$ cat src/common/psfm_pkg.sv
// Constants and carrier types for the power switch fault monitor
package psfm_pkg;

  // ----------------------------------------------------------------
  // Clock and timing
  // ----------------------------------------------------------------
  localparam int CLK_HZ        = 50_000_000;
  localparam int CLK_NS        = 20;
  localparam int OC_OFF_NS     = 100;
  localparam int OC_OFF_CYC    = (OC_OFF_NS / CLK_NS < 1) ? 1
                                 : OC_OFF_NS / CLK_NS;
  localparam int OC_WINDOW_NS  = 40;
  localparam int OC_WINDOW_CYC = (OC_WINDOW_NS + CLK_NS - 1) / CLK_NS;
  localparam int MIN_PULSE_NS  = 30;
  localparam int MIN_PULSE_CYC = (MIN_PULSE_NS + CLK_NS - 1) / CLK_NS;
  localparam int PWM_HZ        = 9_000;
  localparam int PWM_PERIOD_CYC = CLK_HZ / PWM_HZ;
  localparam int SC_RESET_NS   = 250_000;
  localparam int SC_RESET_CYC  = (SC_RESET_NS + CLK_NS - 1) / CLK_NS;
  localparam int SLEW_FILT_CYC = 1024;

  // ----------------------------------------------------------------
  // Slew settings, 0 is the slowest rate, 15 the fastest
  // ----------------------------------------------------------------
  localparam logic [3:0] SLEW_GND   = 4'hf;
  localparam logic [3:0] SLEW_AUX   = 4'ha;
  localparam logic [3:0] SLEW_RESET = 4'h0;

  // ----------------------------------------------------------------
  // Carrier types
  // ----------------------------------------------------------------
  typedef struct packed {
    logic gate_cmd;
    logic oc_trip;
    logic sc_trip;
    logic gan_rise;
    logic gan_fall;
    logic drv_rise;
    logic drv_fall;
    logic supply_ok;
    logic series_on;
    logic slew_gnd;
    logic slew_aux;
    logic slew_open;
    logic drain_neg;
    logic drain_fwd;
    logic flag_in;
  } psfm_sense_t;

  typedef struct packed {
    logic gate_on;
    logic slow_off;
    logic aux_en;
    logic neg_en;
  } psfm_drive_t;

  typedef enum logic [2:0] {
    ST_START = 3'h0,
    ST_RUN   = 3'h1,
    ST_IDM   = 3'h3,
    ST_DRVOT = 3'h2,
    ST_SHORT = 3'h6,
    ST_SUPPLY_UNDERVOLTAGE_LOCK  = 3'h7
  } psfm_state_t;

endpackage

$ cat src/verilog/psfm_monitor.sv
// Fault state, reporting, slew select and thermal PWM of the switch
//
// Operation
// - Overcurrent: switch off after delay, flag low
// - Overcurrent clears when gate command falls
// - Delayed overcurrent versus short trip classifies fault
// - Short circuit uses slowed turn-off strength
// - Short latches off until long low command
// - Switch overheat enters diode emulation
// - Driver overheat disables rails and transistor
// - Alarm low while hot, auto clear
// - Driver cools, switch hot: resume emulation
// - Undervoltage holds transistor off, alarm low
// - Two-pin status code, alarm push-pull, flag released in start-up and combined mode
// - Alarm low until series transistor on
// - Flag tied low at power-up: alarm only
// - Protection independent of status outputs
// - Slew rate chosen from slew pin
// - Aux short checked once, then ignored
// - Otherwise slew pin filtered and tracked
// - Thermal PWM at nine kilohertz period
// - Duty rises linearly with temperature
// - High pulse never narrower than minimum
// - Switch overtemperature holds thermal PWM high
module psfm_monitor
  import psfm_pkg::*;
#(
  parameter int SC_RESET = SC_RESET_CYC,
  parameter int PWM_PER  = PWM_PERIOD_CYC,
  parameter int SLEW_FLT = SLEW_FILT_CYC
) (
  // Clock and reset
  input  wire logic        clock,
  input  wire logic        sys_rst,
  // Comparators and pins
  input  wire psfm_sense_t sense,
  input  wire logic [3:0]  slew_res_code,
  input  wire logic [7:0]  temp_duty,
  // Drive
  output psfm_drive_t      drive,
  output logic [3:0]       slew_setting,
  // Status pins
  output logic             alarm_out_n,
  output logic             overcurrent_flag_n,
  output logic             overcurrent_flag_oe_n,
  output logic             thermal_pwm_out
);

  // ----------------------------------------------------------------
  // Elaboration checks
  // ----------------------------------------------------------------
  if (SC_RESET < 1 || SC_RESET > 65535) begin : g_chk_sc
    $error("SC_RESET out of range");
  end
  if (PWM_PER < 4 * MIN_PULSE_CYC || PWM_PER > 8191) begin : g_chk_pwm
    $error("PWM_PER out of range");
  end
  if (SLEW_FLT < 2 || SLEW_FLT > 65535) begin : g_chk_flt
    $error("SLEW_FLT out of range");
  end

  // ----------------------------------------------------------------
  // Synchronisers
  // ----------------------------------------------------------------
  psfm_sense_t s;
  logic [3:0]  slew_res_s;
  logic [7:0]  temp_duty_s;

  psfm_sync #(.W($bits(psfm_sense_t) + 12)) u_sync (
    .clock    (clock),
    .sys_rst  (sys_rst),
    .async_in ({sense, slew_res_code, temp_duty}),
    .sync_out ({s, slew_res_s, temp_duty_s})
  );

  // ----------------------------------------------------------------
  // Shared decode
  // ----------------------------------------------------------------
  psfm_state_t state_q, state_d;
  logic        gate_prev_q;
  logic        gan_ot_q, drv_ot_q;
  logic        oc_flag_q, sc_hit_q, oc_off_q;
  logic [3:0]  oc_cnt_q;
  logic [15:0] low_cnt_q;
  logic        idm_on_q;
  logic        combined_q, aux_lock_q;

  wire gate_fall  = gate_prev_q & ~s.gate_cmd;
  wire sc_release = (low_cnt_q >= 16'(SC_RESET));
  wire start_done = s.series_on & s.supply_ok;
  wire st_short   = (state_q == ST_SHORT);
  wire st_idm     = (state_q == ST_IDM);

  // ----------------------------------------------------------------
  // Current fault classification
  // ----------------------------------------------------------------
  wire oc_active  = s.oc_trip & s.gate_cmd & (state_q == ST_RUN);
  wire oc_counted = oc_active | (oc_cnt_q != 4'h0);
  wire win_done   = (oc_cnt_q >= 4'(OC_WINDOW_CYC));
  wire off_done   = (oc_cnt_q >= 4'(OC_OFF_CYC));
  wire sc_first   = s.sc_trip & oc_counted & ~win_done & ~oc_flag_q;
  wire oc_set     = oc_counted & win_done & ~sc_hit_q;

  always_ff @(posedge clock) begin
    if (sys_rst || !s.gate_cmd) begin
      oc_cnt_q  <= 4'h0;
      oc_flag_q <= 1'b0;
      oc_off_q  <= 1'b0;
    end else begin
      if (oc_counted && oc_cnt_q != 4'hf) begin
        oc_cnt_q <= oc_cnt_q + 4'h1;
      end
      if (oc_set) begin
        oc_flag_q <= 1'b1;
      end
      if (oc_counted && off_done) begin
        oc_off_q <= 1'b1;
      end
    end
  end

  always_ff @(posedge clock) begin
    if (sys_rst) begin
      sc_hit_q <= 1'b0;
    end else begin
      sc_hit_q <= sc_first | (st_short & ~sc_release);
    end
  end

  // ----------------------------------------------------------------
  // Short latch release counter
  // ----------------------------------------------------------------
  always_ff @(posedge clock) begin
    if (sys_rst || s.gate_cmd || !st_short) begin
      low_cnt_q <= 16'h0;
    end else if (!sc_release) begin
      low_cnt_q <= low_cnt_q + 16'h1;
    end
  end

  // ----------------------------------------------------------------
  // Thermal latches with hysteresis
  // ----------------------------------------------------------------
  always_ff @(posedge clock) begin
    if (sys_rst) begin
      gan_ot_q    <= 1'b0;
      drv_ot_q    <= 1'b0;
      gate_prev_q <= 1'b0;
    end else begin
      gan_ot_q    <= s.gan_rise | (gan_ot_q & s.gan_fall);
      drv_ot_q    <= s.drv_rise | (drv_ot_q & s.drv_fall);
      gate_prev_q <= s.gate_cmd;
    end
  end

  // ----------------------------------------------------------------
  // Mode state machine
  // ----------------------------------------------------------------
  always_comb begin
    state_d = state_q;
    case (state_q)
      ST_START: begin
        if (start_done) begin
          state_d = ST_RUN;
        end
      end
      ST_SUPPLY_UNDERVOLTAGE_LOCK: begin
        if (s.supply_ok) begin
          state_d = ST_RUN;
        end
      end
      ST_SHORT: begin
        if (sc_release) begin
          state_d = ST_RUN;
        end
      end
      ST_RUN, ST_IDM, ST_DRVOT: begin
        if (sc_first) begin
          state_d = ST_SHORT;
        end else if (drv_ot_q) begin
          state_d = ST_DRVOT;
        end else if (gan_ot_q) begin
          state_d = ST_IDM;
        end else begin
          state_d = ST_RUN;
        end
      end
      default: begin
        state_d = ST_START;
      end
    endcase
    if (!s.supply_ok && state_q != ST_START) begin
      state_d = ST_SUPPLY_UNDERVOLTAGE_LOCK;
    end
  end

  always_ff @(posedge clock) begin
    if (sys_rst) begin
      state_q <= ST_START;
    end else begin
      state_q <= state_d;
    end
  end

  // ----------------------------------------------------------------
  // Diode emulation: on for reverse flow, off for forward flow
  // ----------------------------------------------------------------
  always_ff @(posedge clock) begin
    if (sys_rst || !st_idm || gate_fall || s.drain_fwd) begin
      idm_on_q <= 1'b0;
    end else if (s.drain_neg) begin
      idm_on_q <= 1'b1;
    end
  end

  // ----------------------------------------------------------------
  // Power-up straps
  // ----------------------------------------------------------------
  always_ff @(posedge clock) begin
    if (sys_rst) begin
      combined_q <= 1'b0;
      aux_lock_q <= 1'b0;
    end else if (state_q == ST_START && start_done) begin
      combined_q <= ~s.flag_in;
      aux_lock_q <= s.slew_aux;
    end
  end

  // ----------------------------------------------------------------
  // Drive outputs, independent of status pins
  // ----------------------------------------------------------------
  wire run_on = (state_q == ST_RUN) & s.gate_cmd & ~oc_off_q;
  wire rails  = (state_q != ST_DRVOT) & (state_q != ST_SUPPLY_UNDERVOLTAGE_LOCK);

  always_ff @(posedge clock) begin
    if (sys_rst) begin
      drive <= '0;
    end else begin
      drive.gate_on  <= (run_on | (st_idm & idm_on_q)) & ~sc_first
                        & ~oc_off_q;
      drive.slow_off <= st_short | sc_first;
      drive.aux_en   <= rails;
      drive.neg_en   <= rails;
    end
  end

  // ----------------------------------------------------------------
  // Status code
  // ----------------------------------------------------------------
  wire alarm_cond = (state_q != ST_RUN) | s.slew_open
                  | (combined_q & oc_flag_q);
  wire flag_cond  = ~combined_q & (st_short | oc_flag_q);

  always_ff @(posedge clock) begin
    if (sys_rst) begin
      alarm_out_n           <= 1'b0;
      overcurrent_flag_n    <= 1'b1;
      overcurrent_flag_oe_n <= 1'b1;
    end else begin
      alarm_out_n           <= ~alarm_cond;
      overcurrent_flag_n    <= ~flag_cond;
      overcurrent_flag_oe_n <= (state_q == ST_START) | combined_q;
    end
  end

  // ----------------------------------------------------------------
  // Slew select with stability filter
  // ----------------------------------------------------------------
  logic [3:0]  slew_cand_q;
  logic [15:0] slew_cnt_q;
  wire  [3:0]  slew_raw  = s.slew_gnd ? SLEW_GND : slew_res_s;
  wire         slew_same = (slew_raw == slew_cand_q);

  always_ff @(posedge clock) begin
    if (sys_rst) begin
      slew_cand_q  <= SLEW_RESET;
      slew_cnt_q   <= 16'h0;
      slew_setting <= SLEW_RESET;
    end else if (aux_lock_q) begin
      slew_setting <= SLEW_AUX;
    end else begin
      slew_cand_q <= slew_raw;
      if (!slew_same) begin
        slew_cnt_q <= 16'h0;
      end else if (slew_cnt_q < 16'(SLEW_FLT)) begin
        slew_cnt_q <= slew_cnt_q + 16'h1;
      end else begin
        slew_setting <= slew_cand_q;
      end
    end
  end

  // ----------------------------------------------------------------
  // Thermal PWM
  // ----------------------------------------------------------------
  logic [12:0] pwm_cnt_q;
  logic [12:0] high_q;
  wire  [20:0] prod    = 21'(temp_duty_s) * 21'(PWM_PER);
  wire  [12:0] high_rw = prod[20:8];
  wire  [12:0] high_mn = (high_rw < 13'(MIN_PULSE_CYC))
                       ? 13'(MIN_PULSE_CYC) : high_rw;
  wire         wrap    = (pwm_cnt_q == 13'(PWM_PER - 1));

  always_ff @(posedge clock) begin
    if (sys_rst) begin
      pwm_cnt_q       <= 13'h0;
      high_q          <= 13'(MIN_PULSE_CYC);
      thermal_pwm_out <= 1'b0;
    end else begin
      pwm_cnt_q <= wrap ? 13'h0 : pwm_cnt_q + 13'h1;
      if (wrap) begin
        high_q <= high_mn;
      end
      thermal_pwm_out <= gan_ot_q | (pwm_cnt_q < high_q);
    end
  end
endmodule // psfm_monitor

$ cat src/verilog/psfm_sync.sv
// Two-stage synchroniser for a vector of independent levels
module psfm_sync #(
  parameter int W = 1
) (
  // Clock and reset
  input  wire logic         clock,
  input  wire logic         sys_rst,
  // Levels
  input  wire logic [W-1:0] async_in,
  output logic      [W-1:0] sync_out
);

  logic [W-1:0] meta_q;

  always_ff @(posedge clock) begin
    if (sys_rst) begin
      meta_q   <= '0;
      sync_out <= '0;
    end else begin
      meta_q   <= async_in;
      sync_out <= meta_q;
    end
  end

endmodule // psfm_sync
$ cat config.mk
export PLATFORM = sky130hd
export DESIGN_NAME = psfm_monitor
export DESIGN_NICKNAME = d
export VERILOG_FILES = /design/src/common/psfm_pkg.sv /design/src/verilog/psfm_monitor.sv /design/src/verilog/psfm_sync.sv
export SDC_FILE = /design/constraint.sdc
export NUM_CORES = 1
export LEC_CHECK = 0
export CAP_MARGIN = 20
export CORE_MARGIN = 10
export CORE_UTILIZATION = 39
export CTS_BUF_LIST = sky130_fd_sc_hd__clkbuf_2 sky130_fd_sc_hd__clkbuf_4 sky130_fd_sc_hd__clkbuf_8
export CTS_CLUSTER_SIZE = 20
export DETAILED_ROUTE_END_ITERATION = 8
export DONT_BUFFER_PORTS = 1
export PLACE_DENSITY_LB_ADDON = 0.25
export SKIP_LAST_GASP = 1
export SLEW_MARGIN = 20
export SYNTH_ARGS = -nofsm -noshare
export SYNTH_HDL_FRONTEND = slang
export SYNTH_HIERARCHICAL = 1
export SYNTH_SLANG_ARGS = --single-unit
$ cat constraint.sdc
create_clock -name clock -period 10.9 [get_ports clock]
set_input_delay 1.09 -clock clock [delete_from_list [all_inputs] [get_ports clock]]
set_output_delay 1.09 -clock clock [all_outputs]
set_load 0.005 [all_outputs]
==> results of run 1 <==
==> final cells by class <==
type	instances	area, sq um
clock buffers	18	248
fillers	1889	10600
flip-flops and latches	143	2860
clock inverters	14	183
well taps	234	293
multi-input cells	559	4110
inverters	84	315
==> cells in the final DEF, fill, tap and decap left out, types with 6 or more instances in the layout <==
cell type and n:
dfxtp_1 143, nor3_1 20, fa_1 24, nand4_1 12
or3_1 7, nor2_1 101, mux2i_1 13, and3_1 12
inv_1 84, clkbuf_8 18, xnor2_1 20, a21oi_1 41
o21ai_0 17, nor2b_1 56, a211oi_1 6, a21o_1 9
ha_1 73, xor2_1 24, nand2_1 35, nand3_1 18
==> registers in the layout, summed over array words and instances (netlist names), 3 cells and up <==
name and count:
oc_cnt_q 4, slew_cnt_q 16, slew_cand_q 4, u_sync/meta_q 27, high_q 13, u_sync/sync_out 27, low_cnt_q 16, state_q 3
drive 3, pwm_cnt_q 13, slew_setting 4
==> power by group through the flow <==
stage               Sequential [mW]  Combinational [mW]  Clock [mW]
floorplan                     0.565               0.132           0
detailed placement            0.577               0.151           0
finish                        0.564               0.151       0.446
CTS                           0.564               0.153       0.461
global placement              0.576               0.152           0
global route                  0.568               0.176       0.483
==> final timing paths <==
check / from / slack, ns / depth (start not counted) / end
setup / recovery: u_sync/sync_out[6] / 5.85 / 15 / high_q[0]
hold / removal: u_sync/sync_out[13] / 0.41 / 1 / idm_on_q
setup reg to reg: u_sync/sync_out[6] / 5.85 / 15 / high_q[0]
hold reg to reg: u_sync/sync_out[13] / 0.41 / 1 / idm_on_q
==> stage by stage <==
| stage | setup WS, ns | hold WS, ns | utilization (%) | cell area, sq um | std cells |
|---|---|---|---|---|---|
| 2_1_floorplan | 6.32 | 0.374 | - | 7380 | 809 |
| 3_3_place_gp | 5.98 | 0.399 | 40.7 | 7580 | 1020 |
| 5_1_grt | 5.60 | 0.433 | 43.0 | 8010 | 1052 |
| 4_1_cts | 5.85 | 0.408 | 43.0 | 8010 | 1052 |
| 3_5_place_dp | 5.89 | 0.393 | 40.7 | 7580 | 1020 |
| 6_report | 5.85 | 0.410 | 43.0 | 8010 | 1052 |
==> cells by family (layout without fill, tap and decap cells) <==
group                      count (synthesis)  count (layout)  share of synthesized area, %
adders and majority gates                 97              97                          18.9
DFF                                      143             143                          38.8
AOI/OAI and AO/OA                        113             113                          9.78
muxes                                     15              15                          2.07
buffers and inverters                    107             116                          5.59
and+or+nand+nor                          290             290                          19.7
xor gates and xnor gates                  44              44                          5.22
==> routing by layer <==
layer / global-route usage [%] / wire [microns]
met3: 3.20 / 489
met5: 0 / 16
met4: 4.10 / 216
met1: 16.1 / 7170
met2: 16.7 / 5570
==> results by group, run 1 <==
Placement
  – Final Wtd Congestion: 0.789
  – DPL Wire Length: 10.1 mm
  – Port Buffers: 0

Synth
  – Top_reg_cell synth: dfxtp_1
  – Area share of the largest cell type after synthesis: 38.8%
  – YS warnings: 6
  – Synth top area cells: dfxtp_1 (39%), ha_1 (12%), fa_1 (6.5%)
  – Count of flip-flops with a built-in enable after synthesis: 0
  – Seq/Total Area, Yosys: between 30% and 40%
  – Mean Syn Cell Area: between 9 and 10 sq um
  – Yosys reg bits: roughly 140
  – Synth Cell Area: between 0.007 and 0.008 sq mm
  – Fraction of registers with async set/reset: 0%
  – Syn nets: approximately 940
  – Commonest cells post-synth: dfxtp_1 (143), nor2_1 (101), inv_1 (84)
  – Most frequent cell after synthesis: dfxtp_1
  – Post-Syn Instances: a little over 800
  – Synth area leader: dfxtp_1
  – Library cells used by synthesis: 56

Floorplan
  – Die Y: ~160 microns
  – Core ar.: ~0.019 sq mm
  – Die area: 0.0248 sq mm
  – Die width: about 160 microns
  – Num rows: 50
  – Effective utilization at floorplan: between 30% and 40%
  – Ports: just over 40

Setup path
  – Cell mode on critical path: fa_1
  – Crit path capture type: register
  – Critical path buffer and inverter count: 2
  – Crit path max-delay family: adder cells
  – Req. time, crit path: about 11 ns
  – Worst path cell trace: inv_1 > ha_1 > fa_1 > fa_1 > fa_1 > inv_1 > ha_1 > and2_1 > and3_1 > a211o_1 > a21oi_1 > xnor2_1 > a2111oi_0 > and3_1 > o21bai_1
  – Worst Path Max Fanout: 12
  – Worst setup path class: register to register
  – Critical Path Max Stage Delay: between 0.5 and 0.6 ns
  – Slowest-stage cell, CP: a2111oi_0
  – Startpoint types: register
  – Crit path DAT: roughly 5.4 ns

Clock tree
  – CTS Buf Count: 17
  – CTS tree: built
  – Resized cells post-CTS: 0
  – CTS max path bufs: 2
  – # Post-CTS Setup Buffers: 0
  – Clock-pin slew on the worst setup and hold paths: roughly 0.080 ns
  – CTS Root Cell: clkbuf_8
  – Clock tree sinks: around 140
  – Worst skew pair latency: around 0.44 ns
  – CTS Hold Buffers Added: 0
  – H-tree levels: 4

Detailed routing
  – Vias: slightly above 5000
  – Routed Antenna Nets: 0
  – Drt initial violations: around 250
  – Vias/cell: 4.84
  – Drt first pass iters: 5
  – Wire length per cell: approximately 13 microns
  – WL final: 13.5 mm
  – Post-detailed-route DRC marker count: 0

Global route
  – Vias in the first global route: 4934
  – Largest net degree at the start of global routing: 94
  – Antenna violations before repair: 1
  – Global-route usage over all layers: 11.5%
  – First-pass GRT wire length: approximately 24 mm
  – Grt total ovfl: 0

Timing
  – Worst Tran Pin Value: 1.01 ns
  – Fin. max-slew vios: 0
  – Clock skew: roughly 0.012 ns
  – Setup_tns: 0 ns
  – Fmax: between 150 and 200 MHz
  – Final setup vio count: 0
  – Fin. Hold Viols: 0
  – Period utilization: roughly 46%
  – Fin crit period: a little over 5 ns
  – Unrepaired setup endpoints after global routing: false
  – Relative slew slack: between 30% and 40%

Run
  – # Max-Cap Violations: 0

Pwr
  – Leak pwr: ~3.4 nW
  – Sequential share of power: between 40% and 50%
  – Sw Pwr: roughly 320 uW
  – Int Pwr: 843 uW
  – Combinational Power Share: about an eighth
  – Clock share of power: a little under two fifths
  – Peak VDD IR: 103 uV
  – Total power: 1.16 mW
  – Pwr dens: 145 mW/mm^2
  – Switching Share: between 20% and 30%

Hold path
  – Hold Crit Class: register to register

Layout
  – Proportion of layout cells with a drive suffix above 1: under 10%
  – Final net count: 931
  – Antenna diodes: 0
  – Layout area overhead: 8.47%

Run status
  – Status: finished, final reports clean
No activity file was read; power rests on OpenSTA's default activity.
==> run 2, diff against run 1 <==
==> constraint.sdc (replaced) <==
create_clock -name clock -period 4.2 [get_ports clock]
set_input_delay 0.42 -clock clock [delete_from_list [all_inputs] [get_ports clock]]
set_output_delay 0.42 -clock clock [all_outputs]
set_load 0.005 [all_outputs]
==> run 2 against run 1 <==
Against the previous run:
- hold slack worse by 0.37 ns
- clock skew hardly changed
- sequential cell count stayed put
- critical path depth is 1 higher
- sequential power grew to 2.6 times the previous value
- cell count is 6.5% higher
- design area is 13% higher
- wire length is 11% higher
- clock power grew to 2.6 times the previous value
- utilization is 5.4 points higher
==> results by group, run 2 (synthesized netlist as in run 1, its figures left out) <==
Run
  – # Max-Cap Violations: 0 (unchanged)

Timing
  – Fin crit period: 4.11 ns (-0.941 ns)
  – Worst hold slack: 0.0354 ns (-0.375 ns)
  – Worst Tran Pin Value: 0.984 ns (-0.0279 ns)
  – Fin. Hold Viols: 0 (unchanged)
  – Final worst slack: 0.0926 ns (-5.76 ns)
  – Fin. max-slew vios: 0 (unchanged)
  – Final setup vio count: 0 (unchanged)
  – Clock skew: 0.0117 ns (-0.000284 ns)
  – Unrepaired setup endpoints after global routing: true
  – Relative slew slack: 33.5% (+1.9 points)
  – Fmax: 243 MHz (+23%)
  – Setup_tns: 0 ns (unchanged)
  – Period utilization: 97.8% (+51 points)

Detailed routing
  – Wire length per cell: 13.3 microns (+4.1%)
  – Drt first pass iters: 4 (-1)
  – Vias/cell: 4.83 (about the same)
  – Vias: 5415 (+6.4%)
  – Routed Antenna Nets: 0 (unchanged)
  – Drt initial violations: 246 (-2.0%)
  – Post-detailed-route DRC marker count: 0 (unchanged)
  – WL final: 14.9 mm (+11%)

Clock tree
  – Worst skew pair latency: 0.45 ns (about the same)
  – Clock tree sinks: 143 (unchanged)
  – CTS Buf Count: 17 (unchanged)
  – CTS tree: built
  – CTS max path bufs: 2 (unchanged)
  – Clock-pin slew on the worst setup and hold paths: 0.08 ns (about the same)
  – CTS Root Cell: clkbuf_8
  – H-tree levels: 4 (unchanged)

Hold path
  – Hold Crit Class: input port to register

Layout
  – Final Util: 48.3% (+5.4 points)
  – Most frequent cells in the layout: dfxtp_1 (137), nor2_1 (100), inv_1 (77)
  – Largest regs: u_sync/meta_q x27, u_sync/sync_out x27
  – Final net count: 997 (+7.1%)
  – Layout area overhead: 22.1%
  – FILL cells: 1759 (-6.9%)
  – Commonest non-fill, non-tap cell in the layout: dfxtp_1
  – Design Area, Final: 0.00901 sq mm (+13%)
  – Proportion of layout cells with a drive suffix above 1: 20.0% (+15 points)
  – Non-Filler Instances: 1120 (+6.5%)

Setup path
  – Crit path DAT: 4.45 ns (-0.92 ns)
  – Startpoint types: register
  – Crit path capture type: register
  – Req. time, crit path: 4.54 ns (-6.69 ns)
  – Worst Path Max Fanout: 3 (-9)
  – Worst setup path class: register to register

Pwr
  – Leak pwr: 3.77 nW (+9.9%)
  – Peak VDD IR: 311 uV (+200%)
  – Total power: 3.26 mW (+180%)
  – Pwr dens: 361 mW/mm^2 (+150%)

Global route
  – Global Route met2 Usage: 19.1% (+2.4 points)
  – Global-route usage over all layers: 12.6% (+1.1 points)
  – Largest net degree at the start of global routing: 94 (unchanged)
  – Grt total ovfl: 0 (unchanged)
  – Layer with the highest usage: met2
  – Met1 usage: 16.9% (+0.89 points)
  – Vias in the first global route: 5384 (+9.1%)
  – Antenna violations before repair: 3 (+2)
  – First-pass GRT wire length: 25.9 mm (+10%)
  – Global Route met3 Usage: 3.80% (+0.60 points)

Floorplan
  – Effective utilization at floorplan: 39.6% (unchanged)
  – Ports: 41 (unchanged)
  – Die Y: 158 microns (unchanged)
  – Die area: 0.0248 sq mm (unchanged)
  – Die width: 158 microns (unchanged)
  – Num rows: 50 (unchanged)
  – Core ar.: 0.0186 sq mm (unchanged)

Placement
  – DPL Wire Length: 10.8 mm (+7.4%)
  – DP Area: 0.00801 sq mm (+5.7%)
  – Port Buffers: 0 (unchanged)
  – Placed insts: 1070 (+4.9%)
  – Final Wtd Congestion: 0.840 (+6.4%)
  – Setup WS pre-CTS: -0.166 ns (-6.06 ns)

Run status
  – Status: finished, final reports clean
==> run 2: cell count changes in the layout (fill, tap and decap cells not counted), moves of 5 or more <==
cell / delta
a21oi_1: -8
buf_4: +61
dfxtp_1: -6
dfxtp_4: +5
ha_1: -22
ha_4: +20
inv_1: -7
inv_2: +7
o21ai_0: -5
==> run 2: worst paths after layout <==
path                                          start                  to  slack (ns)  depth (start not counted)
worst max-delay path             u_sync/sync_out[4]           high_q[0]        0.09                         16
worst min-delay path                        sys_rst  u_sync/sync_out[5]        0.04                          1
worst max register to register   u_sync/sync_out[4]           high_q[0]        0.09                         16
worst min register to register  u_sync/sync_out[13]            idm_on_q        0.41                          1
==> run 2: repair_timing <==
item	CTS	global route
endpoints found under the hold margin	0	1
setup endpoints to repair	4	5
buffers inserted	3	10
resized for setup	31	54
pin swaps	14	47
hold buffers	0	3
==> run 2: final cells by class <==
class	count	area (sq um)	area share (%)
Inverter	84	315	3.50
Clock buffer	18	241	2.68
Tap cell	234	293	3.25
Timing Repair Buffer	66	510	5.66
Multi-Input combinational cell	559	4590	50.9
Clock inverter	14	178	1.97
Antenna cell	2	5.00	0.0555
Sequential cell	143	2880	32.0
==> run 2: metal layers <==
layer  wire [microns]  up-vias
met1             7420     2501
met5                7        -
met2             6720       70
met3              596       15
met4              183        2
li1                 -     2827
==> run 2: worst max-delay path: stages, from the launching register on <==
cell and delay, ns:
dfxtp_2 0.35, buf_4 0.14, ha_4 0.22, ha_2 0.31
inv_1 0.04, fa_2 0.52, inv_2 0.04, fa_1 0.56
ha_4 0.23, and3_4 0.15, and2_4 0.17, a211o_1 0.35
a21boi_2 0.21, xnor2_2 0.12, a2111oi_4 0.34, and3_1 0.20
o21bai_1 0.06
==> run 2: power by group <==
part | switching (mW) | internal, mW
Sequential | 0.0536 | 1.41
Clock | 0.546 | 0.602
Combinational | 0.316 | 0.331
==> run 3, diff against run 2 <==
--- a/config.mk
+++ b/config.mk
@@ -6,8 +6,7 @@
 export NUM_CORES = 1
 export LEC_CHECK = 0
 export CAP_MARGIN = 20
-export CORE_MARGIN = 10
-export CORE_UTILIZATION = 39
+export CORE_UTILIZATION = 30
 export CTS_BUF_LIST = sky130_fd_sc_hd__clkbuf_2 sky130_fd_sc_hd__clkbuf_4 sky130_fd_sc_hd__clkbuf_8
 export CTS_CLUSTER_SIZE = 20
 export DETAILED_ROUTE_END_ITERATION = 8
==> constraint.sdc (replaced) <==
create_clock -name clock -period 3.7 [get_ports clock]
set_input_delay 0.37 -clock clock [delete_from_list [all_inputs] [get_ports clock]]
set_output_delay 0.37 -clock clock [all_outputs]
set_load 0.005 [all_outputs]
==> run 3 against run 2 <==
Against the previous run:
- the run now ends with setup timing left
- global-route usage decreased by 0.45 points
- utilization decreased by 11 points
- total power increased by 12%
- via count decreased by 1.7%
- sequential cell count unchanged
- count of clock-buffer cells in the layout decreased by 1
- largest power group unchanged
==> results by group, run 3 (synthesized netlist as in run 1, its figures left out) <==
Timing
  – Unrepaired setup endpoints after global routing: true
  – Worst Tran Pin Value: 0.994 ns (+0.00989 ns)
  – Fmax: 242 MHz (-0.63%)
  – Final setup vio count: 10 (+10)
  – Fin crit period: 4.13 ns (+0.0260 ns)
  – Relative slew slack: 32.8% (-0.67 points)
  – Fin. max-slew vios: 0 (unchanged)
  – Worst hold slack: 0.0433 ns (+0.00788 ns)
  – Final worst slack: -0.433 ns (-0.526 ns)
  – Period utilization: 112% (+14 points)
  – Fin. Hold Viols: 0 (unchanged)
  – Setup_tns: -2.42 ns (-2.42 ns)
  – Clock skew: 0.0181 ns (+0.00637 ns)

Global route
  – Grt total ovfl: 0 (unchanged)
  – Antenna violations before repair: 1 (-2)
  – First-pass GRT wire length: 25.1 mm (-3.3%)
  – Largest net degree at the start of global routing: 85 (-9.6%)
  – Vias in the first global route: 5133 (-4.7%)
  – Global-route usage over all layers: 12.2% (-0.45 points)

Setup path
  – R2R Setup Slk: -0.43 ns (-0.53 ns)
  – Startpoint types: register
  – Critical Path Max Stage Delay: 0.50 ns (-0.06 ns)
  – Worst Path Max Fanout: 5 (+2)
  – Crit path capture type: register
  – Reg-to-Reg End: high_q[0]
  – Crit path max-delay family: adder cells
  – R2r worst-path depth: 15 (-1)
  – Crit path depth: 15 (-1)
  – Worst setup path class: register to register
  – Reg-to-reg startpoint: u_sync/sync_out[7]
  – Slowest-stage cell, CP: fa_1
  – Worst setup startpoint: u_sync/sync_out[7]
  – Critical path buffer and inverter count: 2 (-1)
  – Req. time, crit path: 4.03 ns (-0.51 ns)
  – Crit path DAT: 4.46 ns (about the same)
  – Worst path cell trace: buf_6 > ha_4 > fa_1 > fa_2 > fa_1 > inv_2 > ha_4 > and2_4 > and3_4 > a211o_4 > a21oi_4 > o21bai_2 > xnor2_2 > o22ai_1 > o21bai_1

Run status
  – Failing checks: setup timing
  – Status: finished, violations left

Clock tree
  – CTS Root Cell: clkbuf_8
  – CTS Buf Count: 17 (unchanged)
  – H-tree levels: 4 (unchanged)
  – Clock-pin slew on the worst setup and hold paths: 0.09 ns (about the same)
  – CTS tree: built
  – Clock tree sinks: 143 (unchanged)
  – CTS max path bufs: 2 (unchanged)
  – Worst skew pair latency: 0.45 ns (about the same)

Detailed routing
  – Vias/cell: 4.40 (-9.0%)
  – Routed Antenna Nets: 0 (unchanged)
  – Post-detailed-route DRC marker count: 0 (unchanged)
  – Drt first pass iters: 4 (unchanged)
  – Drt initial violations: 167 (-32%)
  – Vias: 5325 (-1.7%)
  – Wire length per cell: 12.2 microns (-8.1%)
  – WL final: 14.8 mm (-0.73%)

Pwr
  – Total power: 3.65 mW (+12%)
  – Pwr dens: 398 mW/mm^2 (+10%)
  – Peak VDD IR: 208 uV (-33%)
  – Leak pwr: 3.84 nW (+2.1%)

Hold path
  – Worst hold path depth: 1 (unchanged)
  – HP Start: temp_duty[1]
  – Hold Crit Class: input port to register
  – Worst Hold Path EP: u_sync/meta_q[1]

Layout
  – Antenna diodes: 0 (-2)
  – Most frequent cells in the layout: dfxtp_1 (137), nor2_1 (99), inv_1 (78)
  – Final Util: 37.8% (-11 points)
  – Non-Filler Instances: 1210 (+8.0%)
  – Final net count: 999 (+0.20%)
  – Largest regs: u_sync/meta_q x27, u_sync/sync_out x27
  – Commonest non-fill, non-tap cell in the layout: dfxtp_1
  – Proportion of layout cells with a drive suffix above 1: 21.0% (+0.97 points)
  – Layout area overhead: 24.2%

Placement
  – Final Wtd Congestion: 0.793 (-5.5%)
  – DPL Wire Length: 10.9 mm (+0.47%)
  – Port Buffers: 0 (unchanged)
  – Placed insts: 1170 (+9.3%)

Floorplan
  – Effective utilization at floorplan: 30.4% (-9.2 points)
  – Die Y: 159 microns (+0.82%)
  – Die area: 0.0252 sq mm (+1.6%)
  – Die width: 159 microns (+0.82%)
  – Ports: 41 (unchanged)
  – Num rows: 57 (+14%)
  – Core ar.: 0.0242 sq mm (+30%)

Run
  – # Max-Cap Violations: 0 (unchanged)
## run 3: cell count changes in the layout (fill, tap and decap cells not counted), sizes merged
cell,before,now
buf,63,68
inv,89,94
clkinvlp,4,0
dlygate4sd3,3,0
diode,2,0
bufinv,3,2
clkbuf,18,17
clkinv,2,3
## run 3: layout make-up
type,count,area (sq um)
Fill cell,2482,15100
Multi-Input combinational cell,559,4610
Sequential cell,143,2880
Timing Repair Buffer,68,557
Tap cell,324,405
Inverter,84,315
Clock buffer,17,234
Clock inverter,15,169
## run 3: how the worst max path moves through the flow
stage                            to  slack, ns
after detailed placement  high_q[0]      -0.46
after CTS                 high_q[0]      -0.37
after floorplan           high_q[0]      -0.24
final                     high_q[0]      -0.43
after global routing      high_q[0]      -0.58
after global placement    high_q[0]      -0.43
## run 3: metal layers
| metal | global-route usage [%] | vias to the layer above | wire length (microns) |
|---|---|---|---|
| met3 | 3.16 | 12 | 586 |
| met4 | 3.67 | 2 | 139 |
| li1 | - | 2835 | - |
| met2 | 18.6 | 59 | 6570 |
| met5 | 0 | - | 11 |
| met1 | 16.7 | 2417 | 7500 |
## run 3: where the power goes
group          total (mW)  leakage [nW]  switching [mW]  internal [mW]
Combinational       0.719          2.47           0.357          0.362
Sequential           1.66          1.17          0.0610           1.60
Clock                1.27         0.209           0.650          0.622
## run 3: repair_timing
action | 4_1_cts | 5_1_grt
hold buffers | 1 | 0
buffers inserted | 6 | 5
hold endpoints to repair | 84 | 0
setup endpoints to repair | 11 | 13
gates resized for setup | 24 | 38
pin swaps | 11 | 31
## run 3: stage by stage
step / setup WS, ns / area (sq um)
after floorplan: -0.245 / 7600
after global placement: -0.432 / 8350
after detailed placement: -0.461 / 8350
after CTS: -0.371 / 8930
after global routing: -0.580 / 9170
final: -0.433 / 9170
## run 3: worst register-to-register path: stages (launching register included)
cell,delay [ns]
dfxtp_4,0.38
buf_6,0.12
ha_4,0.26
fa_1,0.51
fa_2,0.44
fa_1,0.50
inv_2,0.04
ha_4,0.23
and2_4,0.14
and3_4,0.17
a211o_4,0.35
a21oi_4,0.22
o21bai_2,0.11
xnor2_2,0.24
o22ai_1,0.13
o21bai_1,0.17
